<file path="src/hw/duc_pkg.sv">
`default_nettype none

package duc_pkg;

  // ---------------------------------------------------------------
  // Register map: logical device in addr[11:8], index in addr[7:0]
  // ---------------------------------------------------------------
  localparam logic [3:0] LDN_SER_ONE   = 4'h4;   // First serial port
  localparam logic [3:0] LDN_SER_TWO   = 4'h5;   // Second serial port
  localparam logic [7:0] IDX_MODE      = 8'hF0;  // Serial mode register
  localparam logic [7:0] IDX_IR_OPT    = 8'hF1;  // Infrared options
  localparam logic [7:0] IDX_IR_TMO    = 8'hF2;  // Turnaround timeout
  localparam logic [7:0] IDX_STATUS    = 8'hF3;  // Live status, read only

  // ---------------------------------------------------------------
  // Values after hard reset
  // ---------------------------------------------------------------
  localparam logic [7:0] RST_MODE      = 8'h00;
  localparam logic [7:0] RST_IR_OPT    = 8'h02;
  localparam logic [7:0] RST_IR_TMO    = 8'h03;

  // ---------------------------------------------------------------
  // Field positions and writable masks
  // ---------------------------------------------------------------
  localparam int         MODE_MIDI_BIT = 0;
  localparam int         MODE_HS_BIT   = 1;
  localparam int         MODE_SHARE_BIT = 7;
  localparam int         IR_RXPOL_BIT  = 0;
  localparam int         IR_TXPOL_BIT  = 1;
  localparam int         IR_DUPLEX_BIT = 2;
  localparam int         IR_MODE_LSB   = 3;
  localparam int         IR_MODE_MSB   = 5;
  localparam int         IR_ROUTE_BIT  = 6;
  localparam int         STAT_BLANK_BIT = 0;
  localparam int         STAT_IRQ1_BIT = 1;
  localparam int         STAT_IRQ2_BIT = 2;
  localparam logic [7:0] MODE1_WMASK   = 8'h83;  // Bits 6:2 kept at zero
  localparam logic [7:0] MODE2_WMASK   = 8'h03;  // Bits 7:2 kept at zero
  localparam logic [7:0] IR_OPT_WMASK  = 8'h7F;  // Bit 7 kept at zero
  localparam logic [2:0] IR_MODE_STD   = 3'h0;
  localparam logic [2:0] IR_MODE_IRDA  = 3'h1;

  // ---------------------------------------------------------------
  // Timing: 100 us blanking step, 10 ms ceiling, 40 ns clock
  // ---------------------------------------------------------------
  localparam int         CLK_PERIOD_NS = 40;
  localparam int         BLANK_STEP_NS = 100000;
  localparam int         BLANK_MAX_NS  = 10000000;
  localparam int         BLANK_STEP_CYC = BLANK_STEP_NS / CLK_PERIOD_NS;
  localparam logic [11:0] BLANK_STEP_LAST = 12'(BLANK_STEP_CYC - 1);
  localparam logic [7:0] TMO_MAX_STEPS = 8'(BLANK_MAX_NS / BLANK_STEP_NS);

endpackage

`default_nettype wire

</file>
<file path="src/hw/duc_ir_if.sv">
`timescale 1ns/1ps
`default_nettype none

// Infrared settings from the register file and blanking from the turnaround timer, passed to the pin path
interface duc_ir_if;
  logic rx_pol;     // Receive input active low
  logic tx_pol;     // Transmit output active low
  logic ir_on;      // IrDA protocol code selected
  logic alt_route;  // Use the alternate infrared pins
  logic blank;      // Receiver blanked for half duplex

  modport cfg (output rx_pol, output tx_pol, output ir_on, output alt_route, output blank);
  modport path (input rx_pol, input tx_pol, input ir_on, input alt_route, input blank);
endinterface

`default_nettype wire

</file>
<file path="src/hw/duc_blank_timer.sv">
`timescale 1ns/1ps
`default_nettype none

module duc_blank_timer
  import duc_pkg::*;
(
  input  wire logic       ref_clk,
  input  wire logic       rst_sync_b,
  input  wire logic       half_duplex,
  input  wire logic       tx_active,
  input  wire logic [7:0] steps,
  output logic            blank
);
  import duc_pkg::*;

  typedef enum logic [1:0] {BT_IDLE, BT_TX, BT_HOLD} duc_bt_state_t;

  duc_bt_state_t state_r, state_nxt;   // Blanking phase
  logic [11:0]   pre_r;                // Cycles left in current step
  logic [7:0]    left_r;               // Steps left to hold
  logic [7:0]    lim;                  // Steps clamped to the 10 ms ceiling

  // Values past the ceiling behave as the ceiling
  assign lim = (steps > TMO_MAX_STEPS) ? TMO_MAX_STEPS : steps;

  // ---------------------------------------------------------------
  // Phase sequencing
  // ---------------------------------------------------------------
  always_comb begin
    state_nxt = state_r;
    case (state_r)
      BT_IDLE: if (half_duplex && tx_active) state_nxt = BT_TX;
      BT_TX: begin
        if (!half_duplex) state_nxt = BT_IDLE;
        else if (!tx_active) state_nxt = (lim == 8'h00) ? BT_IDLE : BT_HOLD;
      end
      BT_HOLD: begin
        if (!half_duplex) state_nxt = BT_IDLE;
        else if (tx_active) state_nxt = BT_TX;
        else if (left_r == 8'h01 && pre_r == 12'h000) state_nxt = BT_IDLE;
      end
      default: state_nxt = BT_IDLE;
    endcase
  end

  always_ff @(posedge ref_clk or negedge rst_sync_b) begin
    if (!rst_sync_b) state_r <= BT_IDLE;
    else state_r <= state_nxt;
  end

  // Step counters reload outside the hold phase
  always_ff @(posedge ref_clk or negedge rst_sync_b) begin
    if (!rst_sync_b) begin
      pre_r  <= BLANK_STEP_LAST;
      left_r <= 8'h00;
    end else if (state_r != BT_HOLD) begin
      pre_r  <= BLANK_STEP_LAST;
      left_r <= lim;
    end else if (pre_r == 12'h000) begin
      pre_r  <= BLANK_STEP_LAST;
      left_r <= left_r - 8'h01;
    end else begin
      pre_r  <= pre_r - 12'h001;
    end
  end

  assign blank = (state_r != BT_IDLE);

  a_zero_step_end: assert property (@(posedge ref_clk) disable iff (!rst_sync_b)
    (state_r == BT_TX && half_duplex && !tx_active && lim == 8'h00) |=> !blank)
    else $error("zero timeout kept blanking after transmit");
  a_hold_bounded: assert property (@(posedge ref_clk) disable iff (!rst_sync_b)
    (state_r == BT_HOLD) |-> (left_r != 8'h00 && left_r <= TMO_MAX_STEPS))
    else $error("hold step count out of range");
endmodule

`default_nettype wire

</file>
<file path="src/hw/duc_ir_path.sv">
`timescale 1ns/1ps
`default_nettype none

module duc_ir_path (
  input  wire logic ref_clk,
  input  wire logic rst_sync_b,
  duc_ir_if.path    cfg,
  input  wire logic uart_tx_data,
  output logic      uart_rx_data,
  input  wire logic uart_two_rx_pin,
  input  wire logic alt_infrared_rx_pin,
  output logic      uart_two_tx_pin,
  output logic      alt_infrared_tx_pin
);
  logic [1:0] s1_r, s2_r;     // Pin synchronisers, bit 1 is the alternate pin
  logic       rx_sel, rx_dec, tx_line, tx_idle;

  // Two stages before any logic reads the pins
  always_ff @(posedge ref_clk or negedge rst_sync_b) begin
    if (!rst_sync_b) begin
      s1_r <= 2'h3;
      s2_r <= 2'h3;
    end else begin
      s1_r <= {alt_infrared_rx_pin, uart_two_rx_pin};
      s2_r <= s1_r;
    end
  end

  // Light on the line stands for a zero bit in infrared modes
  assign rx_sel  = cfg.alt_route ? s2_r[1] : s2_r[0];
  assign rx_dec  = cfg.ir_on ? ~(rx_sel ^ cfg.rx_pol) : rx_sel;
  assign tx_line = cfg.ir_on ? (~uart_tx_data ^ cfg.tx_pol) : uart_tx_data;
  assign tx_idle = cfg.ir_on ? cfg.tx_pol : 1'b1;

  // Blanked receiver sees an idle line
  always_ff @(posedge ref_clk or negedge rst_sync_b) begin
    if (!rst_sync_b) uart_rx_data <= 1'b1;
    else uart_rx_data <= cfg.blank ? 1'b1 : rx_dec;
  end

  // Unused output rests at its idle level
  always_ff @(posedge ref_clk or negedge rst_sync_b) begin
    if (!rst_sync_b) begin
      uart_two_tx_pin     <= 1'b1;
      alt_infrared_tx_pin <= 1'b1;
    end else begin
      uart_two_tx_pin     <= cfg.alt_route ? tx_idle : tx_line;
      alt_infrared_tx_pin <= cfg.alt_route ? tx_line : tx_idle;
    end
  end
endmodule

`default_nettype wire

</file>
<file path="src/hw/duc_top.sv">
// Contract
// - Mode bit zero enables MIDI per port
// - Port one bit seven shares interrupts
// - Shared, both pins assert on either interrupt
// - Option bit zero inverts infrared receive
// - Option bit one inverts infrared transmit
// - Option bit two selects half duplex
// - Mode code zero standard, one infrared
// - Option bit six routes alternate pins
// - Timeout counts 100 us steps, 10 ms
// - Zero timeout blanks only during activity
// - Defaults load only on hard reset
// - Modem output bit low floats interrupt; shared pins float only when both are low
`timescale 1ns/1ps
`default_nettype none

module duc_top
  import duc_pkg::*;
(
  input  wire logic        ref_clk,
  input  wire logic        rst_b,
  // Register bus
  input  wire logic [11:0] reg_addr,
  input  wire logic [7:0]  reg_wdata,
  input  wire logic        reg_wr,
  input  wire logic        reg_rd,
  output logic [7:0]       reg_rdata,
  // Interrupt requests and pin controls
  input  wire logic        uart_one_irq,
  input  wire logic        uart_two_irq,
  input  wire logic        aux_modem_output_one,
  input  wire logic        aux_modem_output_two,
  input  wire logic        uart_one_irq_assigned,
  input  wire logic        uart_two_irq_assigned,
  output logic             irq_one_out,
  output logic             irq_one_oe,
  output logic             irq_two_out,
  output logic             irq_two_oe,
  // Mode settings to the UART cores
  output logic             uart_one_midi,
  output logic             uart_one_high_speed,
  output logic             uart_two_midi,
  output logic             uart_two_high_speed,
  output logic             ir_half_duplex,
  output logic             ir_irda_mode,
  output logic             ir_mode_reserved,
  // Second port serial data and pins
  input  wire logic        uart_two_tx_data,
  input  wire logic        uart_two_tx_active,
  output logic             uart_two_rx_data,
  input  wire logic        uart_two_rx_pin,
  input  wire logic        alt_infrared_rx_pin,
  output logic             uart_two_tx_pin,
  output logic             alt_infrared_tx_pin
);
  import duc_pkg::*;

  // ---------------------------------------------------------------
  // Reset release
  // ---------------------------------------------------------------
  // Raw rst_b reaches only the release pair
  logic [1:0] rst_pipe_r;   // Release synchroniser
  logic       rst_sync_b;   // Hard reset used everywhere below

  // Assert at once, release two edges later so no flop sees a runt release
  always_ff @(posedge ref_clk or negedge rst_b) begin
    if (!rst_b) rst_pipe_r <= 2'h0;
    else rst_pipe_r <= {rst_pipe_r[0], 1'b1};
  end
  assign rst_sync_b = rst_pipe_r[1];

  // ---------------------------------------------------------------
  // Address decode
  // ---------------------------------------------------------------
  // Match one logical device and index
  function automatic logic reg_hit(input logic [11:0] addr,
                                   input logic [3:0]  ldn,
                                   input logic [7:0]  idx);
    reg_hit = (addr[11:8] == ldn) && (addr[7:0] == idx);
  endfunction

  // Status index has no write select, so writes to it drop
  logic wr_mode1, wr_mode2, wr_ir_opt, wr_ir_tmo;   // Write selects
  assign wr_mode1  = reg_wr && reg_hit(reg_addr, LDN_SER_ONE, IDX_MODE);
  assign wr_mode2  = reg_wr && reg_hit(reg_addr, LDN_SER_TWO, IDX_MODE);
  assign wr_ir_opt = reg_wr && reg_hit(reg_addr, LDN_SER_TWO, IDX_IR_OPT);
  assign wr_ir_tmo = reg_wr && reg_hit(reg_addr, LDN_SER_TWO, IDX_IR_TMO);

  // ---------------------------------------------------------------
  // Configuration registers
  // ---------------------------------------------------------------
  logic [7:0] mode1_r;    // serial_one_mode
  logic [7:0] mode2_r;    // serial_two_mode
  logic [7:0] ir_opt_r;   // infrared_options
  logic [7:0] ir_tmo_r;   // infrared_turnaround_timeout

  // A soft reset would need its own input; none exists
  // Only the hard reset loads defaults; no soft reset reaches these
  always_ff @(posedge ref_clk or negedge rst_sync_b) begin
    if (!rst_sync_b) mode1_r <= RST_MODE;
    else if (wr_mode1) mode1_r <= reg_wdata & MODE1_WMASK;
  end

  // Unused upper bits never store, so they read back as zero
  always_ff @(posedge ref_clk or negedge rst_sync_b) begin
    if (!rst_sync_b) mode2_r <= RST_MODE;
    else if (wr_mode2) mode2_r <= reg_wdata & MODE2_WMASK;
  end

  // Top bit is reserved and held at zero
  always_ff @(posedge ref_clk or negedge rst_sync_b) begin
    if (!rst_sync_b) ir_opt_r <= RST_IR_OPT;
    else if (wr_ir_opt) ir_opt_r <= reg_wdata & IR_OPT_WMASK;
  end

  // Full eight bits stored; the timer clamps at the ceiling
  // Values above the ceiling read back as written
  always_ff @(posedge ref_clk or negedge rst_sync_b) begin
    if (!rst_sync_b) ir_tmo_r <= RST_IR_TMO;
    else if (wr_ir_tmo) ir_tmo_r <= reg_wdata;
  end

  // ---------------------------------------------------------------
  // Mode outputs to the UART cores
  // ---------------------------------------------------------------
  logic [2:0] ir_mode;     // Protocol field
  logic       share_irq;   // Common interrupt line selected

  // Straight register bits, no decode delay
  assign uart_one_midi       = mode1_r[MODE_MIDI_BIT];
  assign uart_two_midi       = mode2_r[MODE_MIDI_BIT];
  assign uart_one_high_speed = mode1_r[MODE_HS_BIT];
  assign uart_two_high_speed = mode2_r[MODE_HS_BIT];
  assign share_irq           = mode1_r[MODE_SHARE_BIT];
  assign ir_half_duplex      = ir_opt_r[IR_DUPLEX_BIT];
  assign ir_mode             = ir_opt_r[IR_MODE_MSB:IR_MODE_LSB];

  // Limitation: reserved codes get no infrared shaping
  // Reserved codes run as a plain UART and are flagged to the core
  assign ir_irda_mode     = (ir_mode == IR_MODE_IRDA);
  assign ir_mode_reserved = (ir_mode != IR_MODE_IRDA) && (ir_mode != IR_MODE_STD);

  // ---------------------------------------------------------------
  // Interrupt pin steering
  // ---------------------------------------------------------------
  logic src_one, src_two;         // Requests after modem output gating
  logic irq_one_nxt, irq_two_nxt; // Pin levels
  logic oe_one_nxt, oe_two_nxt;   // Pin drive enables

  // A port whose modem output bit is low contributes nothing
  assign src_one = uart_one_irq && aux_modem_output_one;
  assign src_two = uart_two_irq && aux_modem_output_two;

  // Limitation: shared pins drive while either aux bit is high
  // Shared mode merges both requests onto every assigned pin
  always_comb begin
    if (share_irq) begin
      irq_one_nxt = src_one || src_two;
      irq_two_nxt = src_one || src_two;
      oe_one_nxt  = uart_one_irq_assigned && (aux_modem_output_one || aux_modem_output_two);
      oe_two_nxt  = uart_two_irq_assigned && (aux_modem_output_one || aux_modem_output_two);
    end else begin
      irq_one_nxt = src_one;
      irq_two_nxt = src_two;
      oe_one_nxt  = uart_one_irq_assigned && aux_modem_output_one;
      oe_two_nxt  = uart_two_irq_assigned && aux_modem_output_two;
    end
  end

  // One cycle of latency buys clean pins
  // Registered so the pins never glitch on decode changes
  always_ff @(posedge ref_clk or negedge rst_sync_b) begin
    if (!rst_sync_b) begin
      irq_one_out <= 1'b0;
      irq_two_out <= 1'b0;
      irq_one_oe  <= 1'b0;
      irq_two_oe  <= 1'b0;
    end else begin
      irq_one_out <= irq_one_nxt;
      irq_two_out <= irq_two_nxt;
      irq_one_oe  <= oe_one_nxt;
      irq_two_oe  <= oe_two_nxt;
    end
  end

  // ---------------------------------------------------------------
  // Infrared path and half duplex blanking
  // ---------------------------------------------------------------
  duc_ir_if ir_bus ();    // Settings to the pin path
  logic     blank_w;      // Receiver blanked

  // Polarity and routing bits go straight to the path
  assign ir_bus.rx_pol    = ir_opt_r[IR_RXPOL_BIT];
  assign ir_bus.tx_pol    = ir_opt_r[IR_TXPOL_BIT];
  assign ir_bus.ir_on     = ir_irda_mode;
  assign ir_bus.alt_route = ir_opt_r[IR_ROUTE_BIT];
  assign ir_bus.blank     = blank_w;

  // Turnaround timer for half duplex
  duc_blank_timer u_blank (
    .ref_clk     (ref_clk),
    .rst_sync_b  (rst_sync_b),
    .half_duplex (ir_half_duplex),
    .tx_active   (uart_two_tx_active),
    .steps       (ir_tmo_r),
    .blank       (blank_w)
  );

  // Synchronisers, polarity and pin routing
  duc_ir_path u_path (
    .ref_clk             (ref_clk),
    .rst_sync_b          (rst_sync_b),
    .cfg                 (ir_bus),
    .uart_tx_data        (uart_two_tx_data),
    .uart_rx_data        (uart_two_rx_data),
    .uart_two_rx_pin     (uart_two_rx_pin),
    .alt_infrared_rx_pin (alt_infrared_rx_pin),
    .uart_two_tx_pin     (uart_two_tx_pin),
    .alt_infrared_tx_pin (alt_infrared_tx_pin)
  );

  // ---------------------------------------------------------------
  // Read back
  // ---------------------------------------------------------------
  // Status is read only; writes to it fall through
  logic [7:0] status_w;    // Live state of the block
  logic [7:0] rdata_nxt;   // Selected read value

  always_comb begin
    status_w = 8'h00;
    status_w[STAT_BLANK_BIT] = blank_w;
    status_w[STAT_IRQ1_BIT]  = irq_one_out;
    status_w[STAT_IRQ2_BIT]  = irq_two_out;
  end

  // Strobe gating keeps idle read data at zero
  // Unmapped reads return zero
  always_comb begin
    rdata_nxt = 8'h00;
    if (reg_rd) begin
      if (reg_hit(reg_addr, LDN_SER_ONE, IDX_MODE)) rdata_nxt = mode1_r;
      else if (reg_hit(reg_addr, LDN_SER_TWO, IDX_MODE)) rdata_nxt = mode2_r;
      else if (reg_hit(reg_addr, LDN_SER_TWO, IDX_IR_OPT)) rdata_nxt = ir_opt_r;
      else if (reg_hit(reg_addr, LDN_SER_TWO, IDX_IR_TMO)) rdata_nxt = ir_tmo_r;
      else if (reg_hit(reg_addr, LDN_SER_TWO, IDX_STATUS)) rdata_nxt = status_w;
      else rdata_nxt = 8'h00;
    end
  end

  // Data stands only in the cycle after the strobe
  always_ff @(posedge ref_clk or negedge rst_sync_b) begin
    if (!rst_sync_b) reg_rdata <= 8'h00;
    else reg_rdata <= rdata_nxt;
  end

  // ---------------------------------------------------------------
  // Checks
  // ---------------------------------------------------------------
  // Each label names the rule it guards in its comment
  // Port one MIDI follows write
  a_midi_one_write: assert property (@(posedge ref_clk) disable iff (!rst_sync_b)
    wr_mode1 |=> (uart_one_midi == $past(reg_wdata[MODE_MIDI_BIT])))
    else $error("port one MIDI bit did not follow write");

  // Port two speed follows write
  a_speed_two_write: assert property (@(posedge ref_clk) disable iff (!rst_sync_b)
    wr_mode2 |=> (uart_two_high_speed == $past(reg_wdata[MODE_HS_BIT])) && (mode2_r[7:2] == 6'h00))
    else $error("port two speed bit wrong after write");

  // Share bit follows write
  a_share_bit_write: assert property (@(posedge ref_clk) disable iff (!rst_sync_b)
    wr_mode1 |=> (share_irq == $past(reg_wdata[MODE_SHARE_BIT])) && (mode1_r[6:2] == 5'h00))
    else $error("share bit wrong after write");

  // Shared request reaches both pins
  a_shared_both_pins: assert property (@(posedge ref_clk) disable iff (!rst_sync_b)
    (share_irq && uart_one_irq_assigned && uart_two_irq_assigned && (src_one || src_two))
      |=> (irq_one_out && irq_two_out && irq_one_oe && irq_two_oe))
    else $error("shared interrupt did not reach both pins");

  // Modem output low floats the pin
  a_aux_off_float: assert property (@(posedge ref_clk) disable iff (!rst_sync_b)
    (!share_irq && !aux_modem_output_one) |=> !irq_one_oe)
    else $error("port one interrupt driven with modem output low");

  // Options stored less reserved bit
  a_ir_opt_write: assert property (@(posedge ref_clk) disable iff (!rst_sync_b)
    wr_ir_opt |=> (ir_opt_r == ($past(reg_wdata) & IR_OPT_WMASK)))
    else $error("infrared options not stored as written");

  // Protocol code decodes to IrDA
  a_irda_decode: assert property (@(posedge ref_clk) disable iff (!rst_sync_b)
    ir_irda_mode |-> (ir_opt_r[5:3] == 3'h1) && !ir_mode_reserved)
    else $error("infrared protocol decode wrong");

  // Transmit keeps receiver idle
  a_tx_blanks_rx: assert property (@(posedge ref_clk) disable iff (!rst_sync_b)
    (ir_half_duplex && uart_two_tx_active)[*2] |=> uart_two_rx_data)
    else $error("receiver not blanked while transmitting");

  // Read data one cycle later
  a_read_one_cycle: assert property (@(posedge ref_clk) disable iff (!rst_sync_b)
    (reg_rd && reg_hit(reg_addr, LDN_SER_TWO, IDX_IR_TMO) && !reg_wr) |=> (reg_rdata == ir_tmo_r))
    else $error("timeout read data wrong");

  // Read data zero without strobe
  a_idle_read_zero: assert property (@(posedge ref_clk) disable iff (!rst_sync_b)
    !reg_rd |=> (reg_rdata == 8'h00))
    else $error("read data stood without a read");

  // Port two MIDI follows write
  a_midi_two_write: assert property (@(posedge ref_clk) disable iff (!rst_sync_b)
    wr_mode2 |=> (uart_two_midi == $past(reg_wdata[MODE_MIDI_BIT])))
    else $error("port two MIDI bit did not follow write");

  // Separate lines keep each request apart
  a_plain_irq_two: assert property (@(posedge ref_clk) disable iff (!rst_sync_b)
    !share_irq |=> (irq_two_out == $past(src_two))
      && (irq_two_oe == $past(uart_two_irq_assigned && aux_modem_output_two)))
    else $error("port two interrupt pin wrong when not shared");

  // Reserved codes never run as IrDA
  a_reserved_code: assert property (@(posedge ref_clk) disable iff (!rst_sync_b)
    ir_mode_reserved |-> !ir_irda_mode && (ir_mode != IR_MODE_STD))
    else $error("reserved protocol code decoded wrongly");

  // Timeout stored as written
  a_tmo_write: assert property (@(posedge ref_clk) disable iff (!rst_sync_b)
    wr_ir_tmo |=> (ir_tmo_r == $past(reg_wdata)))
    else $error("timeout not stored as written");

  // Shared pins float when both aux bits are low
  a_shared_aux_float: assert property (@(posedge ref_clk) disable iff (!rst_sync_b)
    (share_irq && !aux_modem_output_one && !aux_modem_output_two)
      |=> (!irq_one_oe && !irq_two_oe))
    else $error("shared interrupt pin driven with both modem outputs low");

endmodule

`default_nettype wire

</file>
<file path="config.mk">
export PLATFORM = sky130hd
export DESIGN_NAME = duc_top
export DESIGN_NICKNAME = d
export VERILOG_FILES = /design/src/hw/duc_pkg.sv /design/src/hw/duc_ir_if.sv /design/src/hw/duc_blank_timer.sv /design/src/hw/duc_ir_path.sv /design/src/hw/duc_top.sv
export SDC_FILE = /design/constraint.sdc
export NUM_CORES = 1
export LEC_CHECK = 0
export BUFFER_PORTS_ARGS = -buffer_cell sky130_fd_sc_hd__buf_2
export CAP_MARGIN = 40
export CELL_PAD_IN_SITES_DETAIL_PLACEMENT = 1
export CELL_PAD_IN_SITES_GLOBAL_PLACEMENT = 1
export CORE_ASPECT_RATIO = 1.4
export CORE_MARGIN = 2
export CORE_UTILIZATION = 45
export DETAILED_ROUTE_END_ITERATION = 16
export PLACE_DENSITY = 0.89
export SLEW_MARGIN = 20
export SYNTH_ARGS = -nofsm -noshare
export SYNTH_HDL_FRONTEND = slang
export SYNTH_SLANG_ARGS = --single-unit
</file>
<file path="constraint.sdc">
create_clock -name ref_clk -period 5.7 [get_ports ref_clk]
set_input_delay 0.855 -clock ref_clk [delete_from_list [all_inputs] [get_ports ref_clk]]
set_output_delay 0.855 -clock ref_clk [all_outputs]
set_load 0.03 [all_outputs]
</file>
==> impl_metrics.toml, run 1 <==
[drt]
wire_per_inst_um = 18.9
vias_per_cell = 5.89
vias = 2309
dr.first_iter.drc_count = 91
wl_um = 7420
dr.pass1.iters = 4
ant_nets = 0
drc = 0

[synthesis]
post-synth-top-area-fraction_pct = 40.1
yosysUniqueCellTypes = 50
synth_seq_cells = 63
yosys.area_share.xor_xnor_pct = 2.98
avgSynthCellArea_um2 = 11.6
synthMuxAreaShare_pct = 10.3
netlist_instances = 254
ys_seq_area_share_pct = 54.4
ys_top_cells_by_count = "dfrtp_1, nor2_1, mux2_2"
synth.most_common_cell = "dfrtp_1"
synth_compound_area_share_pct = 8.56
synthesis.nets = 292
synth-edff-count = 0
yosys_warnings = 0
synth_fa_ha_area_share_pct = 1.70
synth.area.top_cells = "dfrtp_1, dfstp_2, mux2_2"
synthSimpleGateAreaFrac_pct = 20.1
synth_top_family_by_area = "simple AND/OR/NAND/NOR gates"
async_flop_share_pct = 100
synth_area_um2 = 2940
ys.flop_type = "dfrtp_1"
synth_largest_area_cell = "dfrtp_1"

[final_layout]
n_antenna_cell = 0
syn2layout_area_growth_pct = 18.5
finalNonFillerCells = 392
fin_nets = 353
drive_above_1_share_pct = 37.2
design_area_um2 = 3480
multi_input_area_um2 = 1280
seq_area_um2 = 1600
fill_cells = 681

[timing]
worst_pin_slew_ps = 733
hold_viol = 0
tns_ps = 0
relSlewSlack_pct = 50.9
whs_ps = 194
fin_crit_ps = 2460
rsz0062_at_grt = "no"
fmax_mhz = 407
clock_skew_ps = 7.65
maxSlewViolCount = 0
setup_viol_count_final = 0
finalCritPeriodShare_pct = 43.1

[floorplanning]
die_w_um = 72.3
start_util_pct = 47.0
ioPinCount = 56
fp.dieArea_um2 = 7200
fp-row-count = 34
core_area_um2 = 6250
die_y_um = 99.6

[cts]
cts_tree = "done"
clkTransAtPathRegs_ps = 70
cts-hold-fix-buffers = 0
cts.htree.levels = 3
cts_setup_buffers = 0
clockRootBuffer = "clkbuf_8"
numCtsBuffers = 9
clockBufferDepth = 2
clkSinkCount = 63
cts-resized-gates = 0
clock_latency_ps = 340

[global_route]
grt_pass1_wl_um = 12500
grt_max_degree = 45
grt_pass1_vias = 2484
antenna_found_initial = 0
grt_usage_pct = 23.0
grt-ovfl-total = 0

[power_and_ir_drop]
leakagePower_uw = 0.00162
total_power_uw = 879
irDropWorstVdd_mv = 0.210
power_density_nw_per_um2 = 253

[placement]
dpl_cell_area_um2 = 3280
placed_cells = 375
hpwl_um = 5470
port_buffers = 55
gp_congestion = 0.791

[setup_path]
critical_path_class = "flip-flop to output pin"
arrival_ps = 1600
rr_endpoint = "u_blank.left_r[2]"
ff2ff_setup_slack_ps = 3530
worst_ep_required_time_ps = 4850
cp_num_buf_inv = 2
path_max_fanout = 4
critPathLaunchType = "flip-flop"
cp_slowest_cell = "dfrtp_1"
r2r_start = "u_blank.pre_r[3]"
end_kind = "output pin"
slowest_delay_ps = 410
worstRegToRegCells = 4
worstPathCellList = "or2_2, or2_1, inv_1, buf_2"
path_delay_family = "simple AND/OR/NAND/NOR gates"

[flow_run]
timing.max_cap.violations = 0

[run_status]
status = "complete, no violations"

[worst_hold_path]
hold_path_class = "flip-flop to asynchronous set/reset pin"
flip-flops by register name (all words and copies together), names as in the netlist, 2 cells and up:
signal / count
u_blank.pre_r: 12
ir_tmo_r: 8
reg_rdata: 8
u_blank.left_r: 8
ir_opt_r: 7
mode1_r: 3
mode2_r: 2
rst_pipe_r: 2
u_blank.state_r: 2
u_path.s1_r: 2
u_path.s2_r: 2
per-stage QoR:
| stage | worst slack, ps | util, % |
|---|---|---|
| floorplan | 3630 | - |
| global route | 3190 | 55.7 |
| CTS | 3230 | 55.5 |
| finish | 3240 | 55.7 |
| detailed placement | 3300 | 52.5 |
| global placement | 3400 | 52.5 |
final cells by class:
cell class | count | share of cell area, %
flip-flops and latches | 63 | 45.9
multi-input cells | 177 | 36.9
repair buffers | 57 | 8.34
clock buffers | 12 | 4.17
well taps | 72 | 2.59
clock inverters | 4 | 1.37
inverters | 7 | 0.755
per-layer routing:
metal	track usage, %	share of wire (%)
met5	0	0
met4	13.5	4.4
met3	3.65	3.7
met2	40.6	55
met1	25.4	37
worst register-to-register path: cells and delay by family, from the launching register on:
family	cells	cell delay, ps
AND/OR/NAND/NOR	3	1470
flip-flops	1	410
AO/OA/AOI/OAI	1	190
power by group:
group	switching (uW)	internal, uW
clock	166	213
sequential	5.15	455
combinational	25.3	15.8
cells in the final DEF (no fill, tap or decap), drive strengths merged, types with 3 or more instances in the layout:
cell / count
a21oi: 6
a22oi: 7
a32oi: 3
and4: 3
buf: 57
clkbuf: 12
dfrtp: 47
dfstp: 16
ha: 4
inv: 7
mux2: 21
nand2: 17
nand2b: 3
nand3: 9
nand4: 6
nand4b: 3
nor2: 23
nor2b: 10
nor3: 8
nor4: 4
o211ai: 3
o21ai: 3
o31ai: 5
or2: 3
or3: 3
or4: 3
xnor2: 4
xor2: 6
cells by family (layout without fill, tap and decap cells):
family,after synthesis,in the layout
buffers and inverters,14,80
adder cells (fa/ha/maj),4,4
AND/OR/NAND/NOR,102,102
AO/OA/AOI/OAI,35,35
multiplexers,25,25
XOR/XNOR,10,10
flip-flops,63,63
other,1,1
worst max-delay path by stage:
stage | from | to | slack [ps] | cells past startpoint
after floorplan | ir_opt_r[5] | ir_irda_mode | 3630 | 3
after global placement | reg_addr[9] | ir_opt_r[6] | 3400 | 5
after detailed placement | reg_addr[9] | ir_opt_r[0] | 3300 | 5
after CTS | ir_opt_r[5] | ir_irda_mode | 3230 | 4
after global routing | ir_opt_r[5] | ir_irda_mode | 3190 | 4
final | ir_opt_r[5] | ir_irda_mode | 3240 | 4
Note: power is estimated with default switching activity, not from simulation.
==> run 2: changes to the inputs <==
- ABC_AREA: unset -> 1
- CORE_UTILIZATION: 45 -> 42
- PLACE_DENSITY: 0.89 -> 0.87
- clock period: 5.7 -> 2.5 ns (I/O delays scaled with it)
==> run 2 against run 1 <==
Effect of this change:
- first-iteration DRC count down 33%
- largest cell class unchanged
- combinational power rose to 2.7 times the previous value
- flip-flop and latch count unchanged
- die area up 14%
- register-to-register slack got worse by 3000 ps
- synthesized cell count is 39% higher
- routed wire length rose by 10%
- core utilization down 4.8 points
- worst hold slack lost 78 ps
- design area increased by 6.9%
==> impl_metrics.toml, run 2 <==
[global_route]
grt-ovfl-total = 0
grt_usage_pct = 21.6
grt_pass1_wl_um = 13500
antenna_found_initial = 0
grt_pass1_vias = 2923
grt_max_degree = 32

[final_layout]
largest_reg_flops = 12
fin_nets = 456
top_register = "u_blank.pre_r"
n_antenna_cell = 0
drive_above_1_share_pct = 31.4
final_common_cell = "nand2_1"
final_cell_mix = "nand2_1, buf_2, inv_1"
syn2layout_area_growth_pct = 18.5

[power_and_ir_drop]
clkPwrFrac_pct = 43.2
netSwitchingFraction_pct = 25.1
power_density_nw_per_um2 = 549
p_switching_uw = 513
combPwrFrac_pct = 5.4
p_int_uw = 1530
irDropWorstVdd_mv = 0.405
seqPwrFrac_pct = 51.4
total_power_uw = 2040
leakagePower_uw = 0.00190

[floorplanning]
die_w_um = 77.1
ioPinCount = 56
die_y_um = 106
fp-row-count = 37
start_util_pct = 42.9
core_area_um2 = 7310
fp.dieArea_um2 = 8190

[timing]
rsz0062_at_grt = "no"
setup_viol_count_final = 0
finalCritPeriodShare_pct = 79.6
hold_viol = 0
fin_ws_ps = 510
relSlewSlack_pct = 54.4
maxSlewViolCount = 0
fin_crit_ps = 1990
tns_ps = 0
worst_pin_slew_ps = 685
clock_skew_ps = 6.67
fmax_mhz = 502

[setup_path]
critical_path_class = "flip-flop to flip-flop"
path_max_fanout = 14
end_kind = "flip-flop"
worst_ep_required_time_ps = 2790
arrival_ps = 2280
critPathLaunchType = "flip-flop"

[synthesis]
synth_seq_cells = 63
async_flop_share_pct = 100
yosysUniqueCellTypes = 40
ys_top_cells_by_count = "nand2_1, inv_1, dfrtp_1"
synth_largest_area_cell = "dfrtp_1"
synth_compound_area_share_pct = 14.0
synth.area.top_cells = "dfrtp_1, dfstp_2, nand2_1"
avgSynthCellArea_um2 = 8.91
synth-edff-count = 0
netlist_instances = 352
synth.most_common_cell = "nand2_1"
synth_fa_ha_area_share_pct = 1.59
ys.flop_type = "dfrtp_1"
yosys.area_share.xor_xnor_pct = 1.95
synth_top_family_by_area = "simple AND/OR/NAND/NOR gates"
post-synth-top-area-fraction_pct = 37.5
ys_seq_area_share_pct = 50.9
synthMuxAreaShare_pct = 0.319
yosys_warnings = 0
synth_area_um2 = 3140
synthSimpleGateAreaFrac_pct = 23.6
synthesis.nets = 390

[run_status]
status = "complete, no violations"

[cts]
cts_setup_buffers = 0
cts-hold-fix-buffers = 1
clock_latency_ps = 360
cts-resized-gates = 0
cts.htree.levels = 3
clkSinkCount = 63
numCtsBuffers = 9
clockRootBuffer = "clkbuf_8"
clkTransAtPathRegs_ps = 70
clockBufferDepth = 2
cts_tree = "done"

[drt]
ant_nets = 0
vias_per_cell = 5.09
dr.first_iter.drc_count = 61
wire_per_inst_um = 15.7
dr.pass1.iters = 4
wl_um = 8190
drc = 0
vias = 2648

[placement]
gp_congestion = 0.835
port_buffers = 55
hpwl_um = 6140
pre_cts_ws_ps = 514

[worst_hold_path]
hold_path_class = "input pin to flip-flop"

[flow_run]
timing.max_cap.violations = 0
[run 2: changes by cell type in the layout (fill, tap and decap cells not counted), sizes merged, moves of 4 or more]
| cell | before | now |
|---|---|---|
| clkinv | 2 | 6 |
| nor2 | 23 | 37 |
| inv | 7 | 52 |
| nand2 | 17 | 71 |
| nor2b | 10 | 0 |
| o31ai | 5 | 1 |
| nand3 | 9 | 21 |
| mux2 | 21 | 0 |
| a21oi | 6 | 21 |
| a22oi | 7 | 0 |
| o21ai | 3 | 40 |
[run 2: critical path, stage by stage (launching register included)]
cell and delay (ps):
dfstp_2 560, inv_1 70, ha_1 190, inv_1 70
nor2_1 40, nand4_1 140, nand2_1 320, inv_1 280
o21ai_0 120, a21oi_1 130
[run 2: power by group through the flow]
stage | registers, uW | clock network (uW) | logic (uW)
global placement | 1070 | 0 | 105
detailed placement | 1070 | 0 | 110
floorplan | 1080 | 0 | 38.1
global route | 1050 | 947 | 123
finish | 1050 | 882 | 110
CTS | 1050 | 895 | 112
[run 2: cells by family after synthesis]
family	count (synthesis)
and+or+nand+nor	148
AOI/OAI and AO/OA	71
DFF	63
buffers and inverters	57
xor gates and xnor gates	7
adders and majority gates	4
other	1
muxes	1
[run 2: worst paths after layout]
| check | from | endpoint | slack [ps] | depth (start not counted) |
|---|---|---|---|---|
| worst min register to register | rst_pipe_r[1] | reg_rdata[4] | 310 | 0 |
| min in group asynchronous | rst_pipe_r[1] | reg_rdata[4] | 310 | 0 |
| worst max-delay path | u_blank.pre_r[0] | u_blank.pre_r[10] | 510 | 9 |
| worst max register to register | u_blank.pre_r[0] | u_blank.pre_r[10] | 510 | 9 |
| max in group asynchronous | rst_pipe_r[1] | u_blank.pre_r[0] | 1380 | 1 |
| worst min-delay path | alt_infrared_rx_pin | u_path.s1_r[1] | 120 | 1 |
[run 2: per-layer routing]
| metal | global-route usage [%] | share of wire, % |
|---|---|---|
| met2 | 41.1 | 56 |
| met3 | 4.92 | 3.6 |
| met1 | 22.5 | 38 |
| met5 | 0 | 0 |
| met4 | 9.18 | 2.4 |
[run 2: final cells by class]
class / count / area [um^2]
clock buffers: 10 / 128
clock inverters: 6 / 61.3
fillers: 923 / 3590
inverters: 54 / 205
multi-input cells: 232 / 1310
flip-flops and latches: 63 / 1600
well taps: 97 / 121
repair buffers: 58 / 300
[run 2: metrics by stage]
stage          utilization, %  cells  hold WS, ps  instance area [um^2]
6_report                 50.9    520          115                  3720
5_1_grt                  50.9    520         98.9                  3720
4_1_cts                  50.9    520          104                  3720
3_5_place_dp             48.1    503          163                  3520
3_3_place_gp             48.1    503          160                  3520
2_1_floorplan               -    352         79.4                  3140
==> run 3: changes to the inputs <==
- ABC_AREA: 1 -> 0
- CORE_UTILIZATION: 42 -> 39
- PLACE_DENSITY: 0.87 -> 0.82
- clock period: 2.5 -> 1.69 ns (I/O delays scaled with it)
==> run 3 against run 2 <==
Effect of this change:
- sequential power increased by 47%
- die area increased by 0.74%
- critical path depth decreased by 5
- via count decreased by 10%
- sequential share of layout area decreased by 0.51 points
- worst setup slack got worse by 510 ps
- highest routed layer unchanged
==> impl_metrics.toml, run 3 (synthesized netlist as in run 1, its figures left out) <==
[run_status]
status = "complete, no violations"

[timing]
rsz0062_at_grt = "yes"
maxSlewViolCount = 0
finalCritPeriodShare_pct = 99.8
fmax_mhz = 593
fin_crit_ps = 1690
clock_skew_ps = 12.5
hold_viol = 0
setup_viol_count_final = 0

[final_layout]
final_cell_mix = "buf_2, dfrtp_1, nor2_1"
final_common_cell = "buf_2"
fin_util_pct = 51.5
syn2layout_area_growth_pct = 28.2
largest_reg_flops = 12
finalNonFillerCells = 440
design_area_um2 = 3760
drive_above_1_share_pct = 44.3
top_register = "u_blank.pre_r"
n_antenna_cell = 0
fill_cells = 846
fin_nets = 376

[power_and_ir_drop]
irDropWorstVdd_mv = 0.632
seqPwrFrac_pct = 51.2
combPwrFrac_pct = 5.3
clkPwrFrac_pct = 43.5
leakagePower_uw = 0.00174
total_power_uw = 3010
p_switching_uw = 704
netSwitchingFraction_pct = 23.4
power_density_nw_per_um2 = 800
p_int_uw = 2310

[drt]
dr.pass1.iters = 4
drc = 0
dr.first_iter.drc_count = 116
wire_per_inst_um = 17.5
vias_per_cell = 5.40
wl_um = 7690
ant_nets = 0
vias = 2374

[worst_hold_path]
hold_depth = 2
holdPathEnd = "irq_two_oe"
hold_start = "uart_two_irq_assigned"
hold_path_class = "input pin to flip-flop"

[floorplanning]
die_y_um = 107
core_area_um2 = 7310
start_util_pct = 40.1
die_w_um = 77.3
fp.dieArea_um2 = 8250
ioPinCount = 56
fp-row-count = 37

[placement]
hpwl_um = 5500
gp_congestion = 0.812
placed_cells = 418
port_buffers = 55
dpl_cell_area_um2 = 3460

[setup_path]
crit_path_frequent_cell = "or2_4"
slowest_delay_ps = 390
ff2ff_setup_slack_ps = 50
end_kind = "output pin"
critPathLaunchType = "flip-flop"
worstRegToRegCells = 4
critical_path_class = "flip-flop to output pin"
path_max_fanout = 4
worst_ep_required_time_ps = 1440
rr_endpoint = "u_blank.left_r[6]"
arrival_ps = 1430
r2r_start = "u_blank.left_r[2]"
cp_slowest_cell = "dfrtp_1"
worstPathCellList = "or2_4, or2_4, inv_2, buf_6"

[global_route]
grt_pass1_wl_um = 12600
grt_max_degree = 62
grt_usage_pct = 20.1
grt-ovfl-total = 0
grt_pass1_vias = 2558
antenna_found_initial = 0

[cts]
clock_latency_ps = 350
clkSinkCount = 63
clkTransAtPathRegs_ps = 70
clockRootBuffer = "clkbuf_8"
clockBufferDepth = 2
numCtsBuffers = 9
cts_tree = "done"
cts.htree.levels = 3

[flow_run]
timing.max_cap.violations = 0
-- run 3: cell types whose count changed in the layout (fill, tap and decap cells not counted), sizes merged, moves of 4 or more --
| cell | before | now |
|---|---|---|
| nand2 | 71 | 17 |
| inv | 52 | 7 |
| o21ai | 40 | 3 |
| mux2 | 0 | 21 |
| buf | 57 | 77 |
| a21oi | 21 | 6 |
| nor2 | 37 | 23 |
| nand3 | 21 | 9 |
| nor2b | 0 | 10 |
| a22oi | 0 | 7 |
| o31ai | 1 | 5 |
-- run 3: power groups by stage --
stage	clock [uW]	sequential [uW]	combinational, uW
finish	1310	1540	160
global route	1390	1540	177
CTS	1340	1540	162
detailed placement	0	1570	155
global placement	0	1570	150
floorplan	0	1600	34.1
-- run 3: through the flow --
| stage | setup slack, ps | hold slack (ps) | TNS (ps) |
|---|---|---|---|
| after floorplan | 14.2 | -42.1 | 0 |
| after global placement | 59.7 | 36.9 | 0 |
| after detailed placement | -24.0 | 41.1 | -24.0 |
| after CTS | -13.7 | 112 | -13.7 |
| after global routing | -39.8 | 148 | -42.5 |
| final | 3.52 | 127 | 0 |
-- run 3: worst max path at each step --
stage | startpoint | to
2_1_floorplan | u_blank.pre_r[0] | u_blank.left_r[6]
3_3_place_gp | u_blank.pre_r[0] | u_blank.left_r[6]
3_5_place_dp | u_blank.pre_r[0] | u_blank.left_r[6]
4_1_cts | ir_opt_r[5] | ir_irda_mode
5_1_grt | ir_opt_r[5] | ir_irda_mode
6_report | ir_opt_r[5] | ir_irda_mode
-- run 3: layout make-up --
| cell class | count | area, um^2 | area share [%] |
|---|---|---|---|
| Sequential cell | 63 | 1600 | 42.4 |
| Clock buffer | 10 | 138 | 3.66 |
| Multi-Input combinational cell | 177 | 1330 | 35.4 |
| Inverter | 7 | 26.3 | 0.698 |
| Timing Repair Buffer | 80 | 489 | 13.0 |
| Tap cell | 97 | 121 | 3.22 |
| Clock inverter | 6 | 60.1 | 1.60 |
-- run 3: timing repair --
action	4_1_cts	5_1_grt
hold buffers	3	0
resized for setup	6	12
setup buffers	0	3
hold endpoints to repair	4	0
endpoints found under the setup margin	3	15
pin swaps	3	4
-- run 3: layer usage --
metal | part of all wire, % | track usage (%) | routed length, um
met1 | 36 | 21.3 | 2800
met2 | 58 | 37.6 | 4480
met3 | 2.8 | 3.79 | 216
met4 | 2.4 | 10.2 | 184
met5 | 0 | 0 | 0
-- run 3: critical path: cells and delay by family (launching register included) --
| family | cells | cell delay [ps] |
|---|---|---|
| buffers and inverters | 2 | 180 |
| flip-flops | 1 | 390 |
| AND/OR/NAND/NOR | 2 | 510 |
